File: src/verilog/cfm_regs.svh
// timing constants and setting limits for the contactor feedback monitor
// assumes a single 25 MHz reference clock
`ifndef CFM_REGS_SVH
`define CFM_REGS_SVH

// reference clock rate
`define CFM_CLK_HZ          25000000
// delay measurement resolution, in ms
`define CFM_STEP_MS         10
// logic execution cycle, in ms
`define CFM_CYCLE_MS        4
// clock cycles per resolution step and per logic cycle
`define CFM_STEP_CLKS       ((`CFM_CLK_HZ / 1000) * `CFM_STEP_MS)
`define CFM_CYCLE_CLKS      ((`CFM_CLK_HZ / 1000) * `CFM_CYCLE_MS)
// width of the divider counters
`define CFM_DIV_W           18

// max feedback delay setting, in 10 ms steps
`define CFM_DELAY_W         7
`define CFM_DELAY_MIN_MS    10
`define CFM_DELAY_MAX_MS    1000
`define CFM_DELAY_MIN_STEPS 7'h01
`define CFM_DELAY_MAX_STEPS 7'h64

`endif

File: src/verilog/cfm_pkg.sv
// types shared by the contactor feedback monitor modules
// assumes cfm_regs.svh for the numeric constants
`include "cfm_regs.svh"

package cfm_pkg;

    // monitor state, one-hot
    typedef enum logic [2:0] {
        CFM_ST_IDLE   = 3'h1,
        CFM_ST_ACTIVE = 3'h2,
        CFM_ST_FAULT  = 3'h4
    } cfm_state_e;

    typedef logic [`CFM_DELAY_W-1:0] cfm_delay_t;
    typedef logic [`CFM_DIV_W-1:0]   cfm_div_t;

endpackage : cfm_pkg

File: src/verilog/cfm_tick_if.sv
// carrier for the timing enables between divider and monitor
// assumes both ends run on the same reference clock
`timescale 1ns/100ps

interface cfm_tick_if;
    logic cyc_en;
    logic step_en;

    modport src
    (
        output cyc_en,
        output step_en
    );

    modport snk
    (
        input  cyc_en,
        input  step_en
    );
endinterface : cfm_tick_if

File: src/verilog/cfm_tick_div.sv
// divider making the logic cycle enable and the 10 ms step enable
// assumes one clock; enables are single-cycle pulses
`timescale 1ns/100ps
`include "cfm_regs.svh"

module cfm_tick_div
    import cfm_pkg::*;
#(
    parameter int CYC_CLKS  = `CFM_CYCLE_CLKS,
    parameter int STEP_CLKS = `CFM_STEP_CLKS
)
(
    input  wire logic   i_ref_clk,
    input  wire logic   i_resetn,
    cfm_tick_if.src     tick
);

    cfm_div_t cyc_cnt_q;
    cfm_div_t cyc_cnt_d;
    cfm_div_t step_cnt_q;
    cfm_div_t step_cnt_d;
    logic     cyc_en_q;
    logic     cyc_en_d;
    logic     step_en_q;
    logic     step_en_d;

    always_comb
    begin
        cyc_en_d  = 1'b0;
        step_en_d = 1'b0;
        cyc_cnt_d  = cyc_cnt_q + cfm_div_t'(1);
        step_cnt_d = step_cnt_q + cfm_div_t'(1);
        if (cyc_cnt_q >= cfm_div_t'(CYC_CLKS - 1))
        begin
            cyc_cnt_d = '0;
            cyc_en_d  = 1'b1;
        end
        if (step_cnt_q >= cfm_div_t'(STEP_CLKS - 1))
        begin
            step_cnt_d = '0;
            step_en_d  = 1'b1;
        end
    end

    always_ff @(posedge i_ref_clk or negedge i_resetn)
    begin
        if (!i_resetn)
        begin
            cyc_cnt_q  <= '0;
            step_cnt_q <= '0;
            cyc_en_q   <= 1'b0;
            step_en_q  <= 1'b0;
        end
        else
        begin
            cyc_cnt_q  <= cyc_cnt_d;
            step_cnt_q <= step_cnt_d;
            cyc_en_q   <= cyc_en_d;
            step_en_q  <= step_en_d;
        end
    end

    assign tick.cyc_en  = cyc_en_q;
    assign tick.step_en = step_en_q;

endmodule : cfm_tick_div

File: src/verilog/cfm_monitor.sv
// contactor feedback monitor: drives a switching element from a demand
// input and checks that the element's feedback follows inverted in time
// assumes all inputs synchronous to i_ref_clk; no software registers
//
// Behaviour
// - both switching outputs always equal
// - feedback high then demand rise: outputs high
// - demand low or error: outputs low
// - demand rise with feedback low: error
// - after rise, feedback must fall in time
// - after fall, feedback must rise in time
// - demand low, feedback low too long: error
// - demand high, feedback high too long: error
// - valid switch-on sequence clears the error
// - error-reset rise clears on valid levels
// - that reset turns outputs on if demand high
// - delay setting 10 to 1000 ms, 10 ms steps
`timescale 1ns/100ps
`include "cfm_regs.svh"

module cfm_monitor
    import cfm_pkg::*;
#(
    parameter int CYC_CLKS  = `CFM_CYCLE_CLKS,
    parameter int STEP_CLKS = `CFM_STEP_CLKS
)
(
    input  wire logic                    i_ref_clk,
    input  wire logic                    i_resetn,
    input  wire logic                    i_demand,
    input  wire logic                    i_feedback,
    input  wire logic                    i_err_reset,
    input  wire logic                    i_err_reset_en,
    input  wire logic                    i_fault_present_en,
    input  wire logic [`CFM_DELAY_W-1:0] i_max_feedback_delay,
    output logic                         o_out1,
    output logic                         o_out2,
    output logic                         o_monitor_error,
    output logic                         o_fault_present,
    output logic                         o_cycle_tick
);

    // logic cycle and 10 ms step enables
    cfm_tick_if tick ();

    cfm_tick_div #(
        .CYC_CLKS  (CYC_CLKS),
        .STEP_CLKS (STEP_CLKS)
    ) u_tick_div (
        .i_ref_clk (i_ref_clk),
        .i_resetn  (i_resetn),
        .tick      (tick)
    );

    // clamp the delay setting into its legal range
    function automatic cfm_delay_t clamp_delay(input cfm_delay_t v);
        cfm_delay_t r;
        r = v;
        if (v < `CFM_DELAY_MIN_STEPS)
        begin
            r = `CFM_DELAY_MIN_STEPS;
        end
        else if (v > `CFM_DELAY_MAX_STEPS)
        begin
            r = `CFM_DELAY_MAX_STEPS;
        end
        return r;
    endfunction : clamp_delay

    // sampled inputs, previous cycle's values
    logic       dem_q;
    logic       dem_d;
    logic       fb_q;
    logic       fb_d;
    logic       rst_q;
    logic       rst_d;
    cfm_delay_t lim_q;
    cfm_delay_t lim_d;

    // mismatch timer in 10 ms steps
    cfm_delay_t tmr_q;
    cfm_delay_t tmr_d;

    cfm_state_e state_q;
    cfm_state_e state_d;
    logic       out_q;
    logic       out_d;
    logic       err_q;
    logic       err_d;
    logic       flt_q;
    logic       flt_d;
    logic       cyc_q;
    logic       cyc_d;

    logic dem_rise;
    logic dem_fall;
    logic mismatch;
    logic timeout;
    logic rst_rise;
    logic rst_off_ok;
    logic rst_on_ok;

    always_comb
    begin
        dem_rise   = i_demand & ~dem_q;
        dem_fall   = ~i_demand & dem_q;
        rst_rise   = i_err_reset_en & i_err_reset & ~rst_q;
        rst_off_ok = ~i_demand & i_feedback;
        rst_on_ok  = i_demand & ~i_feedback;
        // feedback should be the inverse of the demand
        mismatch   = (dem_q == fb_q);
        timeout    = mismatch && (tmr_q >= lim_q);
    end

    // input sampling once per logic cycle
    always_comb
    begin
        dem_d = dem_q;
        fb_d  = fb_q;
        rst_d = rst_q;
        lim_d = lim_q;
        if (tick.cyc_en)
        begin
            dem_d = i_demand;
            fb_d  = i_feedback;
            rst_d = i_err_reset;
            lim_d = clamp_delay(i_max_feedback_delay);
        end
    end

    // feedback delay timer: runs while feedback equals demand
    always_comb
    begin
        tmr_d = tmr_q;
        if (tick.cyc_en && (dem_rise || dem_fall))
        begin
            tmr_d = '0;
        end
        else if (!mismatch)
        begin
            tmr_d = '0;
        end
        // saturate so the count never wraps back under the limit
        else if (tick.step_en && (tmr_q != `CFM_DELAY_MAX_STEPS))
        begin
            tmr_d = tmr_q + cfm_delay_t'(1);
        end
    end

    // monitor state, evaluated once per logic cycle
    always_comb
    begin
        state_d = state_q;
        if (tick.cyc_en)
        begin
            case (state_q)
                CFM_ST_IDLE:
                begin
                    if (dem_rise && !i_feedback)
                    begin
                        state_d = CFM_ST_FAULT;
                    end
                    else if (dem_rise)
                    begin
                        state_d = CFM_ST_ACTIVE;
                    end
                    else if (timeout)
                    begin
                        state_d = CFM_ST_FAULT;
                    end
                end
                CFM_ST_ACTIVE:
                begin
                    if (!i_demand)
                    begin
                        state_d = CFM_ST_IDLE;
                    end
                    else if (timeout)
                    begin
                        state_d = CFM_ST_FAULT;
                    end
                end
                CFM_ST_FAULT:
                begin
                    if (dem_rise && i_feedback)
                    begin
                        state_d = CFM_ST_ACTIVE;
                    end
                    else if (rst_rise && rst_on_ok)
                    begin
                        state_d = CFM_ST_ACTIVE;
                    end
                    else if (rst_rise && rst_off_ok)
                    begin
                        state_d = CFM_ST_IDLE;
                    end
                end
                default:
                begin
                    state_d = CFM_ST_FAULT;
                end
            endcase
            // an idle or lingering mismatch still counts as a fault;
            // a new error wins over any clearing in the same cycle
            if (timeout && !(dem_rise || dem_fall))
            begin
                state_d = CFM_ST_FAULT;
            end
            if (dem_rise && !i_feedback)
            begin
                state_d = CFM_ST_FAULT;
            end
        end
    end

    // registered outputs follow the next state
    always_comb
    begin
        out_d = (state_d == CFM_ST_ACTIVE);
        err_d = (state_d == CFM_ST_FAULT);
        // fault flag is the error gated by its enable
        flt_d = err_d & i_fault_present_en;
        cyc_d = tick.cyc_en;
    end

    // sampled inputs and delay limit
    always_ff @(posedge i_ref_clk or negedge i_resetn)
    begin
        if (!i_resetn)
        begin
            // err_reset starts high so a held reset gives no edge
            dem_q <= 1'b0;
            fb_q  <= 1'b1;
            rst_q <= 1'b1;
            lim_q <= `CFM_DELAY_MAX_STEPS;
        end
        else
        begin
            dem_q <= dem_d;
            fb_q  <= fb_d;
            rst_q <= rst_d;
            lim_q <= lim_d;
        end
    end

    // mismatch timer
    always_ff @(posedge i_ref_clk or negedge i_resetn)
    begin
        if (!i_resetn)
        begin
            tmr_q <= '0;
        end
        else
        begin
            tmr_q <= tmr_d;
        end
    end

    // monitor state
    always_ff @(posedge i_ref_clk or negedge i_resetn)
    begin
        if (!i_resetn)
        begin
            state_q <= CFM_ST_IDLE;
        end
        else
        begin
            state_q <= state_d;
        end
    end

    // registered outputs and cycle tick
    always_ff @(posedge i_ref_clk or negedge i_resetn)
    begin
        if (!i_resetn)
        begin
            out_q <= 1'b0;
            err_q <= 1'b0;
            flt_q <= 1'b0;
            cyc_q <= 1'b0;
        end
        else
        begin
            out_q <= out_d;
            err_q <= err_d;
            flt_q <= flt_d;
            cyc_q <= cyc_d;
        end
    end

    // one register feeds both switching outputs
    assign o_out1          = out_q;
    assign o_out2          = out_q;
    assign o_monitor_error = err_q;
    assign o_fault_present = flt_q;
    assign o_cycle_tick    = cyc_q;

endmodule : cfm_monitor

File: config.mk
export PLATFORM = sky130hd
export DESIGN_NAME = cfm_monitor
export DESIGN_NICKNAME = d
export VERILOG_FILES = /design/src/verilog/cfm_pkg.sv /design/src/verilog/cfm_tick_if.sv /design/src/verilog/cfm_tick_div.sv /design/src/verilog/cfm_monitor.sv
export VERILOG_INCLUDE_DIRS = /design/src /design/src/verilog
export SDC_FILE = /design/constraint.sdc
export NUM_CORES = 1
export LEC_CHECK = 0
export BUFFER_PORTS_ARGS = -buffer_cell sky130_fd_sc_hd__buf_2
export CORE_MARGIN = 3
export CORE_UTILIZATION = 43
export CTS_BUF_LIST = sky130_fd_sc_hd__clkbuf_8
export DETAILED_ROUTE_END_ITERATION = 16
export GPL_ROUTABILITY_DRIVEN = 0
export PLACE_DENSITY = 0.68
export SLEW_MARGIN = 20
export SYNTH_ARGS = -nofsm -noshare
export SYNTH_HDL_FRONTEND = slang
export SYNTH_HIERARCHICAL = 1
export SYNTH_SLANG_ARGS = --single-unit
File: constraint.sdc
create_clock -name i_ref_clk -period 3.87 [get_ports i_ref_clk]
set_clock_uncertainty 0.05 [all_clocks]
set_input_delay 0.387 -clock i_ref_clk [delete_from_list [all_inputs] [get_ports i_ref_clk]]
set_output_delay 0.387 -clock i_ref_clk [all_outputs]
set_load 0.1 [all_outputs]
==> metrics.md <==
| Metric | Value |
|---|---|
| Pint | slightly above 1 mW |
| Top cells by count, synth | dfrtp_1 (56), nor2_1 (41), inv_1 (23), nand3_1 (20), xnor2_1 (20) |
| Clock share of power | 0.318 |
| Max Freq | about 450 MHz |
| P_sw | 463.4 µW |
| Final slew viol count | 0 |
| Layout cells sized above 1 | 0.1808 |
| Sequential share of power | 0.485 |
| Synth area leaders | dfrtp_1 (41%), xnor2_1 (5.2%), dfstp_2 (4.7%), nor2_1 (4.6%), ha_1 (4.4%) |
| Final core occ | 0.4983 |
| Max_cap viols | 0 |
| Synth Flop Type | dfrtp_1 |
| Crit start category | flip-flop |
| Final Hold Vio Count | 0 |
| Hold buffers post-CTS | 0 |
| Seq. cell area | around 1600 µm² |
| Netlist cell types | 60 |
| Root Driver | clkbuf_8 |
| Least-Margin Pin Slew | roughly 960 ps |
| Register area share after synthesis | 0.4613 |
| Die span in x | roughly 95 µm |
| CP Class | flip-flop to flip-flop |
| Initial antenna violation count | 0 |
| Power, Total | between 1 and 1.5 mW |
| Switching share of power | 0.3144 |
| Period minus WS final | ~2200 ps |
| Status | complete, no violations |
| Leakage power | between 1.5 and 2 nW |
| PostCTS Resize Cnt | 0 |
| Vias per cell | approximately 5.3 |
| Data required, critical path | just over 4000 ps |
| Detailed Route WL | between 6 and 7 mm |
| Hold Path Class | input pin to asynchronous set/reset pin |
| CTS max path bufs | 2 |
| Wirelength per Cell | 12.99 µm |
| First-pass GRT wire length | 10.90 mm |
| Asr flop ratio synth | 1.000 |
| Warning count from the yosys run | 6 |
| GRT Util Overall | 0.1520 |
| Initial DRC count | 54 |
| Ant. Diodes | 0 |
| Largest area contributor in the netlist | dfrtp_1 |
| Rel. slew slack | 0.3628 |
| PnR worst setup slack | between 1500 and 2000 ps |
| Post-DP Area | 3548 µm² |
| Maximum fanout along the worst path | 4 |
| Core area | 7447 µm² |
| Gr ovfl total | 0 |
| Site Rows | 31 |
| Clock sink count | a little over 60 |
| DP Worst Slack | 1634 ps |
| Area growth, synth to finish | 9.811% |
| RSZ-0062 raised after global routing | false |
| Yosys reg bits | 62 |
| Fill cell count | 703 |
| Area of the multi-input gates | ~1700 µm² |
| Routed vias | approximately 2500 |
| Synth Instances | ~340 |
| Peak supply drop | 0.2343 mV |
| Most frequent cell after synthesis | dfrtp_1 |
| Combinational share of power | 0.197 |
| Clk pin slew, worst setup/hold paths | approximately 70 ps |
| H-tree depth reported by CTS | 3 |
| Setup total negative slack | 0 ps |
| Top cell type's share of synthesized area | 0.4147 |
| Vias in the first global route | about 2500 |
| Syn_area_per_cell | about 10 µm² |
| Nets@finish | 386 |
| CTS buffer count | 9 |
| Fin Hold WS | a little over 100 ps |
| CTS tree | done |
| Hpwl dp | roughly 4.3 mm |
| Clock latency on the worst-skew pair | about 320 ps |
| Number of detailed-route iterations in the first pass | 4 |
| Placed cells | 448 |
| Post-synthesis cell area | 3379 µm² |
| Initial Utilization | 0.4538 |
| Crit. End Element | flip-flop |
| Ports | 19 |
| Finished Layout Cells | between 400 and 500 |
| Largest net degree at the start of global routing | 38 |
| Die ar. | 8959 µm² |
| Post-route ant nets | 0 |
| Tcrit/Tclk final | 0.5788 |
| PortBufs | 18 |
| DRC | 0 |
| Setup bufs post-CTS | 0 |
| CP Data Arrival Time | 2440 ps |
| EDFF count, synth | 0 |
| Mapped Nets | about 360 |
| Power per cell area | 397.1 nW/µm² |
| Final Setup Violations | 0 |
| Die Height | 94.65 µm |
| Final Instance Area | ~3700 µm² |
## worst max-delay path, cell delays in order, from the launching register on
cell and delay, ps:
dfrtp_1 400, inv_1 110, ha_1 230, nand2b_1 140, a2111o_1 420, a21oi_1 290, o2111ai_1 160, o211ai_2 160
nor3b_2 200
## layout by cell type, fill, tap and decap left out, types with 2 or more instances in the layout
cell type and instances:
a21oi_1 10, a41oi_1 3, and3_1 2, and4_1 3, buf_2 18, clkbuf_8 10
clkinv_2 2, dfrtp_1 56, dfstp_2 6, ha_1 12, inv_1 27, mux2_2 2
nand2_1 13, nand3_1 20, nand4_1 17, nor2_1 41, nor2_2 8, nor3_1 6
nor3b_2 2, nor4_1 13, o211ai_1 2, o21ai_0 17, o21ai_1 2, o21ai_2 2
or3_1 3, or4_1 3, xnor2_1 20, xor2_1 14
## sequential cells by signal, summed over array words and instances, names as in the netlist
signal and cells:
dem_q 1, fb_q 1, lim_q 7, o_cycle_tick 1, o_fault_present 1, o_monitor_error 1
o_out1 1, rst_q 1, state_q 3, tmr_q 7, u_tick_div/cyc_cnt_q 18, u_tick_div/step_cnt_q 18
u_tick_div/tick.cyc_en 1, u_tick_div/tick.step_en 1
## per-layer routing
metal / vias up / track usage / share of wire
li1: 1241 / - / -
met4: 0 / 0.04688 / 0.0058
met3: 4 / 0.04382 / 0.039
met5: - / 0 / 0
met1: 1192 / 0.2004 / 0.49
met2: 40 / 0.2425 / 0.47
## cell families (layout without fill, tap and decap cells)
logic type / after synthesis / after routing / synth area share
compound gates: 51 / 51 / 0.1159
xor+xnor: 34 / 34 / 0.08812
fa+ha+maj: 12 / 12 / 0.04443
buf+inv: 31 / 58 / 0.04109
flops: 62 / 62 / 0.4613
mux: 3 / 3 / 0.009626
other cells: 1 / 1 / 0.001110
simple gates: 144 / 144 / 0.2384
## power groups by stage
stage	Clock (mW)	Sequential, mW	Combinational (mW)
2_1_floorplan	0	0.797	0.153
3_3_place_gp	0	0.726	0.285
3_5_place_dp	0	0.727	0.290
4_1_cts	0.486	0.715	0.291
5_1_grt	0.516	0.720	0.317
6_report	0.468	0.715	0.290
## cell type report
type,count,area share
Multi-Input combinational cell,245,0.4531
Sequential cell,62,0.4201
Clock buffer,10,0.03709
Tap cell,99,0.03338
Timing Repair Buffer,19,0.02630
Inverter,23,0.02326
Clock inverter,6,0.006743
## final timing paths
| kind | startpoint | end | slack [ps] | cells after the start |
|---|---|---|---|---|
| max | tmr_q[0] | o_out1 | 1630 | 8 |
| min | i_resetn | u_tick_div/cyc_cnt_q[10] | 100 | 1 |
| max reg2reg | tmr_q[0] | o_out1 | 1630 | 8 |
| min reg2reg | lim_q[6] | lim_q[6] | 440 | 2 |
| max in group asynchronous | i_resetn | lim_q[5] | 2790 | 2 |
| min in group i_ref_clk | i_fault_present_en | o_fault_present | 230 | 3 |
Note: power is estimated with default switching activity, not from simulation.
